`config.mk`:
```
export PLATFORM = sky130hd
export DESIGN_NAME = bkc_config_regs
export DESIGN_NICKNAME = d
export VERILOG_FILES = /design/src/bkc_pkg.sv /design/src/bkc_enable_resolve.sv /design/src/bkc_config_regs.sv
export SDC_FILE = /design/constraint.sdc
export NUM_CORES = 1
export LEC_CHECK = 0
export BUFFER_PORTS_ARGS = -buffer_cell sky130_fd_sc_hd__buf_2
export CAP_MARGIN = 20
export CORE_MARGIN = 4
export CORE_UTILIZATION = 49
export CTS_BUF_LIST = sky130_fd_sc_hd__clkbuf_4 sky130_fd_sc_hd__clkbuf_8
export CTS_CLUSTER_DIAMETER = 150
export DETAILED_ROUTE_END_ITERATION = 7
export PLACE_DENSITY = 0.84
export SLEW_MARGIN = 20
export SYNTH_ARGS = -nofsm -noshare
export SYNTH_HDL_FRONTEND = slang
export SYNTH_SLANG_ARGS = --single-unit
```
`constraint.sdc`:
```
create_clock -name clk -period 1.2 [get_ports clk]
set_input_delay 0 -clock clk [delete_from_list [all_inputs] [get_ports clk]]
set_output_delay 0 -clock clk [all_outputs]
set_load 0.005 [all_outputs]
```
`src/bkc_pkg.sv`:
```
package bkc_pkg;

   // Register map of the first step-down regulator option bank
   localparam int BKC_ADDR_W = 8;
   localparam int BKC_DATA_W = 8;
   localparam logic [BKC_ADDR_W-1:0] BKC_LOOP_OFFSET = 8'h1c;
   localparam logic [BKC_ADDR_W-1:0] BKC_MODE_OFFSET = 8'h1d;
   localparam logic [BKC_ADDR_W-1:0] BKC_PEAK_OFFSET = 8'h1e;

   // Values after reset
   localparam logic [BKC_DATA_W-1:0] BKC_LOOP_RESET = 8'h00;
   localparam logic [BKC_DATA_W-1:0] BKC_MODE_RESET = 8'h00;
   localparam logic [BKC_DATA_W-1:0] BKC_PEAK_RESET = 8'h00;

   // Writable bits of each register; all other bits store nothing
   localparam logic [BKC_DATA_W-1:0] BKC_LOOP_MASK = 8'hff;
   localparam logic [BKC_DATA_W-1:0] BKC_MODE_MASK = 8'h38;
   localparam logic [BKC_DATA_W-1:0] BKC_PEAK_MASK = 8'h8f;

   // Loop option register fields
   localparam int BKC_INTEG_OFF_BIT = 7;
   localparam int BKC_PGOOD_BIT = 6;
   localparam int BKC_FAST_BIT = 5;
   localparam int BKC_PSV_DSC_BIT = 4;
   localparam int BKC_ACT_DSC_BIT = 3;
   localparam int BKC_SLOW_EDGE_BIT = 2;
   localparam int BKC_HALVING_BIT = 1;
   localparam int BKC_NODE_SENSE_BIT = 0;

   // Mode option register fields
   localparam int BKC_PIN_FAST_BIT = 5;
   localparam int BKC_FPWM_BIT = 4;
   localparam int BKC_ADAPT_OFF_BIT = 3;

   // Peak current register fields
   localparam int BKC_TABLE_BYPASS_BIT = 7;
   localparam int BKC_PEAK_CODE_MSB = 3;
   localparam int BKC_PEAK_CODE_LSB = 0;
   localparam int BKC_PEAK_STEP_MA = 25;

   // Enable resolution
   localparam logic [2:0] BKC_SEQ_SOFTWARE = 3'h7;
   localparam logic [1:0] BKC_EN_OFF = 2'h0;
   localparam logic [1:0] BKC_EN_ON = 2'h1;
   localparam logic [1:0] BKC_EN_PIN = 2'h2;

   // Cycles from a read strobe to its data
   localparam int BKC_READ_LATENCY = 1;

   typedef enum logic [1:0] {
      BKC_REG_LOOP,
      BKC_REG_MODE,
      BKC_REG_PEAK,
      BKC_REG_NONE
   } bkc_reg_sel_t;

endpackage

```
`src/bkc_enable_resolve.sv`:
```
`timescale 1ns/1ps
module bkc_enable_resolve (
   input wire logic clk,                            // Register clock
   input wire logic rst_n,                          // Synchronous reset
   input wire logic [2:0] sequencing_select,        // Sequencing field
   input wire logic [1:0] regulator_enable_field,   // Software enable field
   input wire logic boot_enable,                    // Enable from boot sequence
   input wire logic pin_enable,                     // OR of selected pins
   output logic regulator_enable                    // Resolved enable
);
   import bkc_pkg::*;

   logic next_regulator_enable;

   always_comb begin
      next_regulator_enable = boot_enable;
      if (sequencing_select == BKC_SEQ_SOFTWARE) begin
         unique case (regulator_enable_field)
            BKC_EN_ON: next_regulator_enable = 1'b1;
            BKC_EN_PIN: next_regulator_enable = pin_enable;
            // Off and the reserved code both leave the regulator off
            default: next_regulator_enable = 1'b0;
         endcase
      end
   end

   always_ff @(posedge clk) begin
      if (!rst_n) begin
         regulator_enable <= 1'b0;
      end else begin
         regulator_enable <= next_regulator_enable;
      end
   end

   a_enable_follows_boot: assert property (
      @(posedge clk) disable iff (!rst_n)
      sequencing_select != BKC_SEQ_SOFTWARE
      |=> regulator_enable == $past(boot_enable))
      else $error("enable does not follow boot sequence");

   a_enable_software_on: assert property (
      @(posedge clk) disable iff (!rst_n)
      sequencing_select == BKC_SEQ_SOFTWARE
      && regulator_enable_field == BKC_EN_ON |=> regulator_enable)
      else $error("software enable not honoured");

   a_enable_software_off: assert property (
      @(posedge clk) disable iff (!rst_n)
      sequencing_select == BKC_SEQ_SOFTWARE
      && regulator_enable_field == BKC_EN_OFF |=> !regulator_enable)
      else $error("software disable not honoured");

   a_enable_by_pin: assert property (
      @(posedge clk) disable iff (!rst_n)
      sequencing_select == BKC_SEQ_SOFTWARE
      && regulator_enable_field == BKC_EN_PIN
      |=> regulator_enable == $past(pin_enable))
      else $error("pin enable not honoured");

endmodule

```
`src/bkc_config_regs.sv`:
```
`timescale 1ns/1ps
module bkc_config_regs (
   input wire logic clk,                                 // Register clock
   input wire logic rst_n,                               // Synchronous reset
   input wire logic [bkc_pkg::BKC_ADDR_W-1:0] reg_addr,  // Register address
   input wire logic reg_wr,                              // Write strobe
   input wire logic [bkc_pkg::BKC_DATA_W-1:0] reg_wdata, // Write data
   input wire logic reg_rd,                              // Read strobe
   output logic [bkc_pkg::BKC_DATA_W-1:0] reg_rdata,     // Read data
   output logic reg_rvalid,                              // Read data valid
   input wire logic hard_reset,                          // Device hard reset
   input wire logic [2:0] sequencing_select,             // Sequencing field
   input wire logic [1:0] regulator_enable_field,        // Enable field
   input wire logic boot_enable,                         // Boot sequence enable
   input wire logic pin_enable,                          // OR of enable pins
   input wire logic multipurpose_input_two,              // Second pin input
   output logic integrator_off,                          // Integrator removed
   output logic power_good_during_transition,            // Comparator kept on
   output logic fast_pretrigger,                         // Fast bit as stored
   output logic fast_mode,                               // Fast mode in force
   output logic passive_discharge,                       // Passive discharge
   output logic active_discharge,                        // Active discharge
   output logic slow_edge_select,                        // Slowed edges
   output logic switch_halving,                          // Half switch size
   output logic freewheel_node_sense,                    // Wait for node high
   output logic pin_two_fast_control,                    // Pin drives fast
   output logic forced_pwm,                              // Continuous PWM
   output logic adaptive_peak_off,                       // Fixed peak current
   output logic peak_table_bypass,                       // Use code, no table
   output logic [3:0] peak_current_code,                 // Peak current code
   output logic regulator_enable                         // Resolved enable
);
   import bkc_pkg::*;

   logic [BKC_DATA_W-1:0] buck_one_loop_options;
   logic [BKC_DATA_W-1:0] buck_one_mode_options;
   logic [BKC_DATA_W-1:0] buck_one_peak_current;
   logic [BKC_DATA_W-1:0] next_rdata;
   logic next_passive_discharge;
   logic next_active_discharge;
   logic next_fast_mode;

   function automatic bkc_reg_sel_t decode_addr(
      input logic [BKC_ADDR_W-1:0] addr
   );
      bkc_reg_sel_t sel;
      sel = BKC_REG_NONE;
      if (addr == BKC_LOOP_OFFSET) begin
         sel = BKC_REG_LOOP;
      end else if (addr == BKC_MODE_OFFSET) begin
         sel = BKC_REG_MODE;
      end else if (addr == BKC_PEAK_OFFSET) begin
         sel = BKC_REG_PEAK;
      end
      return sel;
   endfunction

   // Every field is a plain flop bit; direct field outputs change on the write edge, fast mode and discharge one cycle later
   always_ff @(posedge clk) begin
      if (!rst_n) begin
         buck_one_loop_options <= BKC_LOOP_RESET;
      end else if (reg_wr && decode_addr(reg_addr) == BKC_REG_LOOP) begin
         buck_one_loop_options <= reg_wdata & BKC_LOOP_MASK;
      end
   end

   always_ff @(posedge clk) begin
      if (!rst_n) begin
         buck_one_mode_options <= BKC_MODE_RESET;
      end else if (reg_wr && decode_addr(reg_addr) == BKC_REG_MODE) begin
         buck_one_mode_options <= reg_wdata & BKC_MODE_MASK;
      end
   end

   always_ff @(posedge clk) begin
      if (!rst_n) begin
         buck_one_peak_current <= BKC_PEAK_RESET;
      end else if (reg_wr && decode_addr(reg_addr) == BKC_REG_PEAK) begin
         buck_one_peak_current <= reg_wdata & BKC_PEAK_MASK;
      end
   end

   // Field outputs come straight from the register flops
   assign integrator_off = buck_one_loop_options[BKC_INTEG_OFF_BIT];
   assign power_good_during_transition =
      buck_one_loop_options[BKC_PGOOD_BIT];
   assign fast_pretrigger = buck_one_loop_options[BKC_FAST_BIT];
   assign slow_edge_select =
      buck_one_loop_options[BKC_SLOW_EDGE_BIT];
   assign switch_halving = buck_one_loop_options[BKC_HALVING_BIT];
   assign freewheel_node_sense =
      buck_one_loop_options[BKC_NODE_SENSE_BIT];
   assign pin_two_fast_control =
      buck_one_mode_options[BKC_PIN_FAST_BIT];
   assign forced_pwm = buck_one_mode_options[BKC_FPWM_BIT];
   assign adaptive_peak_off =
      buck_one_mode_options[BKC_ADAPT_OFF_BIT];
   assign peak_table_bypass =
      buck_one_peak_current[BKC_TABLE_BYPASS_BIT];
   // The code is passed even when the table is in use; the stage ignores it
   assign peak_current_code =
      buck_one_peak_current[BKC_PEAK_CODE_MSB:BKC_PEAK_CODE_LSB];

   bkc_enable_resolve u_enable (
      .clk(clk),
      .rst_n(rst_n),
      .sequencing_select(sequencing_select),
      .regulator_enable_field(regulator_enable_field),
      .boot_enable(boot_enable),
      .pin_enable(pin_enable),
      .regulator_enable(regulator_enable)
   );

   always_comb begin
      next_passive_discharge = hard_reset
         | (buck_one_loop_options[BKC_PSV_DSC_BIT]
            & ~regulator_enable);
      next_active_discharge = hard_reset
         | (buck_one_loop_options[BKC_ACT_DSC_BIT]
            & ~regulator_enable);
      next_fast_mode = buck_one_loop_options[BKC_FAST_BIT]
         | (buck_one_mode_options[BKC_PIN_FAST_BIT]
            & multipurpose_input_two);
   end

   // Discharge is held on through reset so the output never floats high
   always_ff @(posedge clk) begin
      if (!rst_n) begin
         passive_discharge <= 1'b1;
         active_discharge <= 1'b1;
      end else begin
         passive_discharge <= next_passive_discharge;
         active_discharge <= next_active_discharge;
      end
   end

   always_ff @(posedge clk) begin
      if (!rst_n) begin
         fast_mode <= 1'b0;
      end else begin
         fast_mode <= next_fast_mode;
      end
   end

   always_comb begin
      unique case (decode_addr(reg_addr))
         BKC_REG_LOOP: next_rdata = buck_one_loop_options;
         BKC_REG_MODE: next_rdata = buck_one_mode_options;
         BKC_REG_PEAK: next_rdata = buck_one_peak_current;
         BKC_REG_NONE: next_rdata = '0;
      endcase
   end

   // Unmapped reads return zero; data holds until the next read
   always_ff @(posedge clk) begin
      if (!rst_n) begin
         reg_rdata <= '0;
         reg_rvalid <= 1'b0;
      end else begin
         reg_rvalid <= reg_rd;
         if (reg_rd) begin
            reg_rdata <= next_rdata;
         end
      end
   end

   a_integ_write: assert property (
      @(posedge clk) disable iff (!rst_n)
      reg_wr && reg_addr == BKC_LOOP_OFFSET
      |=> integrator_off == $past(reg_wdata[BKC_INTEG_OFF_BIT]))
      else $error("integrator control not updated by write");

   a_pgood_write: assert property (
      @(posedge clk) disable iff (!rst_n)
      reg_wr && reg_addr == BKC_LOOP_OFFSET
      |=> power_good_during_transition == $past(reg_wdata[BKC_PGOOD_BIT]))
      else $error("power-good control not updated by write");

   a_fast_write: assert property (
      @(posedge clk) disable iff (!rst_n)
      reg_wr && reg_addr == BKC_LOOP_OFFSET && reg_wdata[BKC_FAST_BIT]
      |=> fast_pretrigger ##1 fast_mode)
      else $error("fast pretrigger not applied");

   a_passive_hard_reset: assert property (
      @(posedge clk) disable iff (!rst_n)
      hard_reset |=> passive_discharge)
      else $error("passive discharge missing in hard reset");

   a_passive_disabled: assert property (
      @(posedge clk) disable iff (!rst_n)
      !hard_reset && !regulator_enable
      |=> passive_discharge == $past(buck_one_loop_options[BKC_PSV_DSC_BIT]))
      else $error("passive discharge wrong while disabled");

   a_active_hard_reset: assert property (
      @(posedge clk) disable iff (!rst_n)
      hard_reset |=> active_discharge)
      else $error("active discharge missing in hard reset");

   a_active_enabled: assert property (
      @(posedge clk) disable iff (!rst_n)
      !hard_reset && regulator_enable |=> !active_discharge)
      else $error("active discharge while enabled");

   a_active_disabled: assert property (
      @(posedge clk) disable iff (!rst_n)
      !hard_reset && !regulator_enable
      |=> active_discharge == $past(buck_one_loop_options[BKC_ACT_DSC_BIT]))
      else $error("active discharge wrong while disabled");

   a_passive_enabled: assert property (
      @(posedge clk) disable iff (!rst_n)
      !hard_reset && regulator_enable |=> !passive_discharge)
      else $error("passive discharge while enabled");

   a_edge_write: assert property (
      @(posedge clk) disable iff (!rst_n)
      reg_wr && reg_addr == BKC_LOOP_OFFSET
      |=> slow_edge_select == $past(reg_wdata[BKC_SLOW_EDGE_BIT])
      && switch_halving == $past(reg_wdata[BKC_HALVING_BIT]))
      else $error("edge or scaling control not updated");

   a_sense_write: assert property (
      @(posedge clk) disable iff (!rst_n)
      reg_wr && reg_addr == BKC_LOOP_OFFSET
      |=> freewheel_node_sense == $past(reg_wdata[BKC_NODE_SENSE_BIT]))
      else $error("node sense control not updated");

   a_pin_fast_gate: assert property (
      @(posedge clk) disable iff (!rst_n)
      !pin_two_fast_control && !fast_pretrigger |=> !fast_mode)
      else $error("input two reached fast mode while gated");

   a_pin_fast_on: assert property (
      @(posedge clk) disable iff (!rst_n)
      pin_two_fast_control && multipurpose_input_two |=> fast_mode)
      else $error("input two failed to set fast mode");

   a_mode_write: assert property (
      @(posedge clk) disable iff (!rst_n)
      reg_wr && reg_addr == BKC_MODE_OFFSET
      |=> forced_pwm == $past(reg_wdata[BKC_FPWM_BIT])
      && adaptive_peak_off == $past(reg_wdata[BKC_ADAPT_OFF_BIT]))
      else $error("mode controls not updated");

   a_peak_write: assert property (
      @(posedge clk) disable iff (!rst_n)
      reg_wr && reg_addr == BKC_PEAK_OFFSET
      |=> peak_table_bypass == $past(reg_wdata[BKC_TABLE_BYPASS_BIT])
      && peak_current_code == $past(reg_wdata[3:0]))
      else $error("peak current controls not updated");

   // The mode and peak registers each have their own set of unassigned bits
   a_mode_reserved: assert property (
      @(posedge clk) disable iff (!rst_n)
      reg_rd && reg_addr == BKC_MODE_OFFSET
      |=> reg_rvalid && (reg_rdata & ~BKC_MODE_MASK) == 8'h00)
      else $error("unassigned mode bits read nonzero");

   a_peak_reserved: assert property (
      @(posedge clk) disable iff (!rst_n)
      reg_rd && reg_addr == BKC_PEAK_OFFSET
      |=> reg_rvalid && (reg_rdata & ~BKC_PEAK_MASK) == 8'h00)
      else $error("unassigned peak bits read nonzero");

   a_unmapped_zero: assert property (
      @(posedge clk) disable iff (!rst_n)
      reg_rd && reg_addr != BKC_LOOP_OFFSET && reg_addr != BKC_MODE_OFFSET
      && reg_addr != BKC_PEAK_OFFSET |=> reg_rvalid && reg_rdata == 8'h00)
      else $error("unmapped address read nonzero");

   a_loop_readback: assert property (
      @(posedge clk) disable iff (!rst_n)
      reg_rd && reg_addr == BKC_LOOP_OFFSET
      |=> reg_rvalid && reg_rdata == $past(buck_one_loop_options))
      else $error("loop options read back wrong");

   a_rvalid_pulse: assert property (
      @(posedge clk) disable iff (!rst_n)
      !reg_rd |=> !reg_rvalid)
      else $error("read valid without a read");

   a_peak_hold: assert property (
      @(posedge clk) disable iff (!rst_n)
      !(reg_wr && reg_addr == BKC_PEAK_OFFSET)
      |=> $stable(buck_one_peak_current))
      else $error("peak current changed without a write");

   a_hold_no_write: assert property (
      @(posedge clk) disable iff (!rst_n)
      !(reg_wr && reg_addr == BKC_LOOP_OFFSET)
      |=> $stable(buck_one_loop_options))
      else $error("loop options changed without a write");

endmodule

```
[Word level (Yosys, flattened, before mapping)]
Cells that the tools add are included.
Word-level totals
  flip-flop bits (word level): 29
  logic and storage cells: 39
  input port bits: 29
Cells by class
  bitwise operators: 7
  reductions and logical operators: 5
  eq/ne operators: 11
  muxes and demuxes: 7
Operators by type and width (number)
  $pmux W8 S4: 1
  $eq A8 B5 Y1 const B: 3
  $eq A2 B2 Y1 const B: 4
  $eq A2 B1 Y1 const B: 3
  $mux W2: 3
  $logic_not A2 Y1: 2
  $and A1 B1 Y1: 3
  $eq A3 B3 Y1 const B: 1
  $logic_and A1 B1 Y1: 3
  $or A1 B1 Y1: 3
  $mux W1: 2
  $pmux W1 S2: 1
  $not A1 Y1: 1

[Longest topological paths before layout]
Gate-level depths: netlist of run 1.
  depth in word-level cells: 7
  mapped depth: 5
  depth with buffers taken out: 5

[By module]
Synthesis of run 1 repeated with hierarchy kept, for this count alone.
Unflattened totals
  cell total of the unflattened synthesis: 135
  area total of the unflattened synthesis: 1298.7 µm²
Modules (own cells, without submodules)
  bkc_config_regs: cells each 125, area an instance 1211.2 µm², times used 1
  bkc_enable_resolve: cells each 10, area an instance 87.6 µm², times used 1

[Least setup slack after synthesis of run 1]
Ideal clock, no wire load.
  path type: input port to flip-flop
  start: in reg_addr[0] (netlist bit)
  end: reg buck_one_peak_current[3]
  library setup time: 0.072 ns
  arrival time: 0.890 ns
  required time: 1.128 ns
  stages on the path: 5
  slack: 0.238 ns
  path buffers: 2
  path through: buf_6 -> nor3b_4 -> and4_1 -> buf_4 -> mux2i_1
On the way
  longest elaborated chain between the ends: 7
  elaborated cells on any way between the ends: 9
  those cells by class: eq/ne (4); mux (4); reduce/logical (1)
RTL lines
  start, declared: line bkc_config_regs.sv:5  | input wire logic [bkc_pkg::BKC_ADDR_W-1:0] reg_addr,
  $eq A8 B5 Y1: line bkc_config_regs.sv:52  | end else if (addr == BKC_PEAK_OFFSET) begin
  $mux W1: line bkc_config_regs.sv:52
  $mux W2: line bkc_config_regs.sv:50  | end else if (addr == BKC_MODE_OFFSET) begin
  $mux W2 *: line bkc_config_regs.sv:48  | if (addr == BKC_LOOP_OFFSET) begin
  $mux W2 *: line bkc_config_regs.sv:76  | if (!rst_n) begin
  $eq A2 B2 Y1 *: line bkc_config_regs.sv:78  | end else if (reg_wr && decode_addr(reg_addr) == BKC_REG_PEAK) begin
  $logic_and A1 B1 Y1 *: line bkc_config_regs.sv:78
  end signal, assigned: line bkc_config_regs.sv:79  | buck_one_peak_current <= reg_wdata & BKC_PEAK_MASK;
  end, declared: line bkc_config_regs.sv:37  | logic [BKC_DATA_W-1:0] buck_one_peak_current;
Every way passes the cells marked *; elsewhere a longest branch is shown, timed or not. The select of a mux whose other input is x is not followed.
A chain may end at the register's enable or synchronous reset.

[Final worst setup path of run 1]
  start: reg buck_one_peak_current[2]
  end: reg reg_rdata[2] (netlist bit)
On the way
  longest elaborated chain between the ends: 1
RTL lines
  $pmux W8 S4: line bkc_config_regs.sv:146  | unique case (decode_addr(reg_addr))
  end signal, assigned: line bkc_config_regs.sv:162  | reg_rdata <= next_rdata;
  end, declared: line bkc_config_regs.sv:9  | output logic [bkc_pkg::BKC_DATA_W-1:0] reg_rdata,
No other way between the ends.

==> summary.md, run 1 <==
| Metric | Value |
|---|---|
| FF-to-FF setup slack | 290 ps |
| Gp weighted congestion | just under 0.8 |
| Post-Syn Area per Cell | ~9.7 µm² |
| DRC | 0 |
| Vias after detailed routing | about 1,200 |
| Drt pass-1 iters | 5 |
| Switching Fraction | 0.238 |
| CTS tree | built |
| Clock slew at reported path FFs | 90 ps |
| Area fraction of the dominant cell type after synthesis | 0.441 |
| Final Critical Period | 912 ps |
| Clk_skew | about 6.3 ps |
| Combinational group share of total power | 0.107 |
| Reg-to-Reg Start | buck_one_peak_current[2] |
| Finished Cell Area | between 1500 and 2000 µm² |
| Worst EP required | approximately 1400 ps |
| Register bit count reported by yosys | 29 |
| Mapped Area | 1320 µm² |
| CTS root buf | clkbuf_4 |
| Final WL | 3150 µm |
| Net load switching power | 0.397 mW |
| Final setup margin | 288 ps |
| WP data arrival | 1130 ps |
| Avg Vias per Cell | 5.09 |
| GR Overflow Total | 0 |
| Total Negative Setup Slacks | 0 ps |
| Unrepaired setup endpoints after global routing | no |
| Die Span Y | 59.8 µm |
| Hold EP | u_enable.regulator_enable |
| Die ar. | 3580 µm² |
| Peak Freq | roughly 1.1 GHz |
| Die width | 59.8 µm |
| Hold slack | 10.3 ps |
| Mux share of post-synthesis cell area | 0.181 |
| Internal | 1.27 mW |
| GRT Util Overall | 0.182 |
| Sequential share of the synthesized area | 0.441 |
| Max-Cap Viols | 0 |
| Non-filler cells, final | 235 |
| XOR/XNOR Fraction of Synth Area | 0 |
| Skew-Pair Late Insertion Delay | between 300 and 400 ps |
| H-tree levels | 2 |
| Post-synthesis compound-gate area fraction | 0.0713 |
| Pwr dens | 941 nW/µm² |
| Number of distinct library cells after synthesis | 25 |
| Hold Fails Final Rpt | 0 |
| DR WL/cell | 13.4 µm |
| Clock buffer count from CTS | 5 |
| ANT cells | 0 |
| Slew @ Worst Pin | 331 ps |
| Via count of the first global-routing pass | around 1,200 |
| Type of the most critical hold path | primary input to register |
| Post-Synth Adder-Cell Area | 0.0190 |
| Max IR drop VDD | 0.634 mV |
| Dpl ws | around 90 ps |
| Total nets after synthesis | 167 |
| Cell Area, Placed | 1610 µm² |
| Initial Util | 0.522 |
| Endpoint type of the worst setup path | register |
| Final worst-path cycle share | 0.760 |
| I/O Buffers | 55 |
| Setup violators final | 0 |
| Layout area overhead | 34.7% |
| Ranking of synthesized cells by area | dfxtp_1 44%, mux2i_1 13%, nand2_1 7.4%, mux2_2 5.1%, a21boi_0 4.6% |
| Slew HR | 0.779 |
| Flop pwr share | 0.583 |
| Simple-Gate Fraction of Synth Area | 0.228 |
| Iter 0 DRT Violations | 33 |
| PostCTS Resize Cnt | 0 |
| Hpwl dp | between 2000 and 2500 µm |
| Largest net degree at the start of global routing | 21 |
| First-pass GRT wire length | 4800 µm |
| Cell taking the most area after synthesis | dfxtp_1 |
| I/O Pins | 56 |
| Nets | between 200 and 250 |
| Worst Reg-to-Reg Cells | 3 |
| Worst setup path startpoint | buck_one_peak_current[2] |
| Syn Inst Count | 136 |
| Ratio of cells with drive above 1 in the final layout | 0.366 |
| Worst Setup Start Kind | register |
| Worst reg2reg path endpoint | reg_rdata[2] |
| Worst Path Max Fanout | 3 |
| Synth Warn # | 0 |
| Antenna Violating Nets Remaining | 0 |
| Placed cell count | 217 |
| Clk sinks | 29 |
| Row count | 18 |
| Clock Path Buffers | 2 |
| Final slew viol count | 0 |
| WHS Path Cells | 4 |
| Clock share of power | 0.311 |
| Crit path kind | register to register |
| Lkg Pwr | 0.869 nW |
| Largest family of logic cells by synthesized area | simple AND/OR/NAND/NOR gates |
| Status | finished clean |
| Min-delay src | sequencing_select[0] |
| Antenna violations before repair | 0 |
| Core Footprint | 2520 µm² |
==> worst max-delay path by stage <==
stage                                           to  cells after the start
after floorplan           buck_one_peak_current[3]                      5
after global placement    buck_one_peak_current[7]                      4
after detailed placement  buck_one_peak_current[1]                      4
after CTS                             reg_rdata[4]                      3
after global routing                  reg_rdata[2]                      3
final                                 reg_rdata[2]                      3
==> per-stage QoR <==
step | power, mW | utilization
detailed placement | 1.14 | 0.638
global placement | 1.14 | 0.638
floorplan | 1.07 | -
finish | 1.67 | 0.703
global route | 1.73 | 0.703
CTS | 1.68 | 0.703
==> power by group through the flow <==
stage	Combinational (mW)	Sequential [mW]	Clock (mW)
after global placement	0.141	0.995	0
after floorplan	0.0764	0.996	0
after CTS	0.177	0.972	0.526
after detailed placement	0.146	0.995	0
after global routing	0.194	0.973	0.568
final	0.178	0.972	0.518
==> cell usage in the layout (no fill, tap or decap) <==
cell,count
nand3_1,1
nand3b_1,1
nand2b_1,7
buf_4,6
and4_1,1
dlygate4sd3_1,12
mux2_2,6
dfxtp_1,29
a21oi_1,2
ha_1,2
or3_1,1
nor3b_4,1
nor2b_1,3
o21ai_0,3
and2_1,1
nand4_1,8
clkbuf_4,5
nor3b_1,1
nand2_1,26
nand4b_1,2
clkinv_2,1
buf_2,55
a21boi_0,8
inv_1,4
o22a_1,1
and4bb_2,1
mux2i_1,17
==> sequential cells by signal (all words and copies together), names as in the netlist <==
register                   count
buck_one_mode_options          3
reg_rdata                      8
passive_discharge              1
active_discharge               1
u_enable.regulator_enable      1
reg_rvalid                     1
buck_one_loop_options          8
buck_one_peak_current          5
fast_mode                      1
==> logic make-up (layout without fill, tap and decap cells) <==
logic type	after synthesis	after routing
multiplexers	23	23
AO/OA/AOI/OAI	14	14
adder cells (fa/ha/maj)	2	2
flip-flops	29	29
AND/OR/NAND/NOR	54	54
buffers and inverters	14	83
==> final cells by class <==
cell class,instances,area [µm²]
Clock inverter,1,5.00
Fill cell,202,749
Timing Repair Buffer,73,440
Sequential cell,29,581
Inverter,4,15.0
Tap cell,30,37.5
Clock buffer,5,37.5
Multi-Input combinational cell,93,657
==> critical path, cell delays in order, from the launching register on <==
cell and delay [ps]:
dfxtp_1 330, mux2_2 280, nand4_1 90, a21boi_0 90
==> per-layer routing <==
metal | routed length (µm) | vias to the layer above | track usage
met3 | 252 | 12 | 0.0454
met1 | 1330 | 523 | 0.207
met4 | 112 | 0 | 0.120
li1 | - | 606 | -
met5 | 0 | - | 0
met2 | 1450 | 55 | 0.298
==> what timing repair did <==
| action | CTS | global route |
|---|---|---|
| hold endpoints to repair | 20 | 0 |
| setup buffers | 0 | 0 |
| hold buffers | 12 | 0 |
==> Yosys cell counts, drive strengths merged <==
cell / instances
buf: 5
nor3b: 2
nand3: 1
nand2b: 7
o21ai: 3
ha: 2
clkbuf: 5
nand3b: 1
a21boi: 8
inv: 4
dfxtp: 29
mux2: 6
o22a: 1
mux2i: 17
a21oi: 2
and4: 1
nand2: 26
and4bb: 1
nand4b: 2
nand4: 8
or3: 1
and2: 1
nor2b: 3
(Power assumes the default switching activity.)
==> inputs of run 2 (changes only) <==
- ABC_AREA: unset -> 1
- CORE_UTILIZATION: 49 -> 44
- PLACE_DENSITY: 0.84 -> 0.8
- clock period: 1.2 -> 0.8 ns (I/O delays scaled with it)
==> summary.md, run 2 <==
| Metric | Value |
|---|---|
| Status | complete, but fails checks |
| Failing checks | setup timing |
| Row count | 19 (+1) |
| Main synth FF type | dfxtp_1 |
| DR WL/cell | 12.2 µm (-9.1%) |
| Synth async-reset ratio | 0 (unchanged) |
| Drt pass-1 iters | 5 (unchanged) |
| Max IR drop VDD | 1.45 mV (+130%) |
| Post-Syn Area per Cell | 7.18 µm² (-26%) |
| Layout area overhead | 52.7% |
| Gp weighted congestion | 0.925 (+17%) |
| Ratio of cells with drive above 1 in the final layout | 0.433 (+0.0671) |
| Clk sinks | 29 (unchanged) |
| Final slew viol count | 0 (unchanged) |
| Worst setup path startpoint | buck_one_loop_options[5] |
| Final setup margin | -76.7 ps (-364 ps) |
| Synth Warn # | 0 (unchanged) |
| Clock buffer count from CTS | 5 (unchanged) |
| Most frequent cell after synthesis | dfxtp_1 |
| M1 WL | 1540 µm (+16%) |
| ANT cells | 0 (unchanged) |
| Area fraction of the dominant cell type after synthesis | 0.454 (+0.0129) |
| GR Overflow Total | 0 (unchanged) |
| Largest registers | buck_one_loop_options: 8 flops, reg_rdata: 8 flops, buck_one_peak_current: 5 flops |
| Antenna violations before repair | 0 (unchanged) |
| Worst Path Max Fanout | 2 (-1) |
| Antenna Violating Nets Remaining | 0 (unchanged) |
| CP most frequent cell | buf_6 |
| CP max stage cell | dfxtp_2 |
| Lkg Pwr | 0.962 nW (+11%) |
| Sequential share of the synthesized area | 0.454 (+0.0129) |
| Cell taking the most area after synthesis | dfxtp_1 |
| WP data arrival | 880 ps (-250 ps) |
| Reg-to-Reg Start | buck_one_peak_current[3] |
| Register bit count reported by yosys | 29 (unchanged) |
| Peak Freq | 1.14 GHz |
| Worst reg2reg path endpoint | reg_rdata[3] |
| Clk_skew | 7.78 ps (+1.46 ps) |
| Number of fill cells | 208 (+3.0%) |
| Hold Fails Final Rpt | 0 (unchanged) |
| Vias after detailed routing | 1,401 (+17%) |
| Worst Reg-to-Reg Cells | 4 (+1) |
| Max-Cap Viols | 0 (unchanged) |
| H-tree levels | 2 (unchanged) |
| Slew @ Worst Pin | 308 ps (-23.9 ps) |
| Pwr dens | 1380 nW/µm² (+47%) |
| Number of distinct library cells after synthesis | 21 (-16%) |
| Clock slew at reported path FFs | 90 ps (about the same) |
| Setup violators final | 4 (+4) |
| DRC | 0 (unchanged) |
| I/O Pins | 56 (unchanged) |
| FF-to-FF setup slack | -10 ps (-300 ps) |
| Die Span Y | 61.9 µm (+3.5%) |
| Critical Path Sink | fast_pretrigger |
| Die ar. | 3830 µm² (+7.1%) |
| Uppermost layer routed | met4 |
| Nets | 291 (+23%) |
| EDFF count, synth | 0 (unchanged) |
| Total Negative Setup Slacks | -97.5 ps (-97.5 ps) |
| Syn Inst Count | 178 (+31%) |
| Total nets after synthesis | 209 (+25%) |
| Worst-path cell chain | buf_6 -> buf_6 |
| Largest net degree at the start of global routing | 18 (-14%) |
| Initial Util | 0.464 (-0.0581) |
| Met2 WL | 1680 µm (+16%) |
| Max incr delay on CP | 340 ps (about the same) |
| Slew HR | 0.795 (+0.0164) |
| Crit path kind | register to primary output |
| Mapped Area | 1280 µm² (-2.9%) |
| Avg Vias per Cell | 4.80 (-5.7%) |
| Finished Cell Area | 1950 µm² (+10%) |
| Hpwl dp | 2400 µm (+3.7%) |
| Met3 Routed Length | 250 µm (-0.79%) |
| Unrepaired setup endpoints after global routing | yes |
| Skew-Pair Late Insertion Delay | 330 ps (about the same) |
| Cell Area, Placed | 1630 µm² (+1.5%) |
| Final worst-path cycle share | 1.10 |
| Type of the most critical hold path | primary input to register |
| Ranking of synthesized cells by area | dfxtp_1 45%, a21oi_1 8.2%, inv_1 8.2%, o21ai_0 7.8%, nand2_1 7.6% |
| GRT Util Overall | 0.184 (+0.00233) |
| I/O Buffers | 55 (unchanged) |
| Via count of the first global-routing pass | 1,191 (+2.8%) |
| Most common cell after layout, fill and taps aside | buf_2 |
| Final WL | 3550 µm (+13%) |
| CTS tree | built |
| Final Critical Period | 877 ps |
| Min-delay src | reg_rd |
| Worst Setup Start Kind | register |
| Synth top cells by count | 29 x dfxtp_1, 28 x inv_1, 26 x nand2_1 |
| Die width | 61.9 µm (+3.5%) |
| Worst EP required | 800 ps (-620 ps) |
| Core Footprint | 2760 µm² (+9.3%) |
| Iter 0 DRT Violations | 50 (+52%) |
| Endpoint type of the worst setup path | primary output |
| CTS root buf | clkbuf_4 |
| First-pass GRT wire length | 5160 µm (+7.6%) |
| Clock Path Buffers | 2 (unchanged) |
| Most frequent cells in the layout | 46 x buf_2, 26 x inv_1, 26 x nand2_1 |
## run 2: worst max-delay path, delay by kind of cell (launching register included)
family | cells | cell delay, ps
buffers and inverters | 2 | 210
DFF | 1 | 340
## run 2: logic make-up (layout without fill, tap and decap cells)
group / count (synthesis) / in the layout / synth area share
DFF: 29 / 29 / 0.454
buffers and inverters: 37 / 120 / 0.117
AOI/OAI and AO/OA: 42 / 42 / 0.164
and+or+nand+nor: 68 / 68 / 0.245
adders and majority gates: 2 / 2 / 0.0196
## run 2: metal layers
| layer | vias up | track usage |
|---|---|---|
| met5 | - | 0 |
| met4 | 0 | 0.0788 |
| met3 | 6 | 0.0579 |
| met2 | 47 | 0.293 |
| met1 | 625 | 0.230 |
| li1 | 723 | - |
## run 2: worst min path at each step
stage	slack, ps	endpoint	depth (start not counted)
after floorplan	110	active_discharge	2
after global placement	210	passive_discharge	3
after detailed placement	210	passive_discharge	3
after CTS	20	reg_rvalid	3
after global routing	30	reg_rvalid	3
final	40	reg_rvalid	3
## run 2: power by group
group	internal, mW	leakage, nW	switching (mW)	total (mW)
Clock	0.368	0.0354	0.500	0.868
Combinational	0.181	0.680	0.167	0.349
Sequential	1.47	0.247	0.0119	1.48
Total	2.02	0.962	0.679	2.70
## run 2: layout make-up
class / count / area, µm² / area share
clock inverters: 2 / 10.0 / 0.00512
clock buffers: 6 / 45.0 / 0.0231
inverters: 31 / 116 / 0.0596
well taps: 31 / 38.8 / 0.0199
repair buffers: 81 / 563 / 0.288
flip-flops and latches: 29 / 611 / 0.313
multi-input cells: 112 / 569 / 0.291
## run 2: repair_timing
action                                 in CTS  in global routing
hold buffers                               13                  0
setup buffers                               0                  4
resized for setup                          14                 34
setup endpoints to repair                  11                 28
pin swaps                                   0                  6
endpoints found under the hold margin      19                  0
gates cloned                                0                  0
## run 2: per-stage QoR
stage	setup slack (ps)	hold WS [ps]	utilization	power, mW	std cells
after floorplan	6.17	112	-	1.65	178
after global placement	-204	207	0.593	1.79	268
after detailed placement	-217	211	0.593	1.80	268
after CTS	-83.0	24.6	0.667	2.68	288
after global routing	-106	32.2	0.708	2.81	292
final	-76.7	36.8	0.708	2.70	292
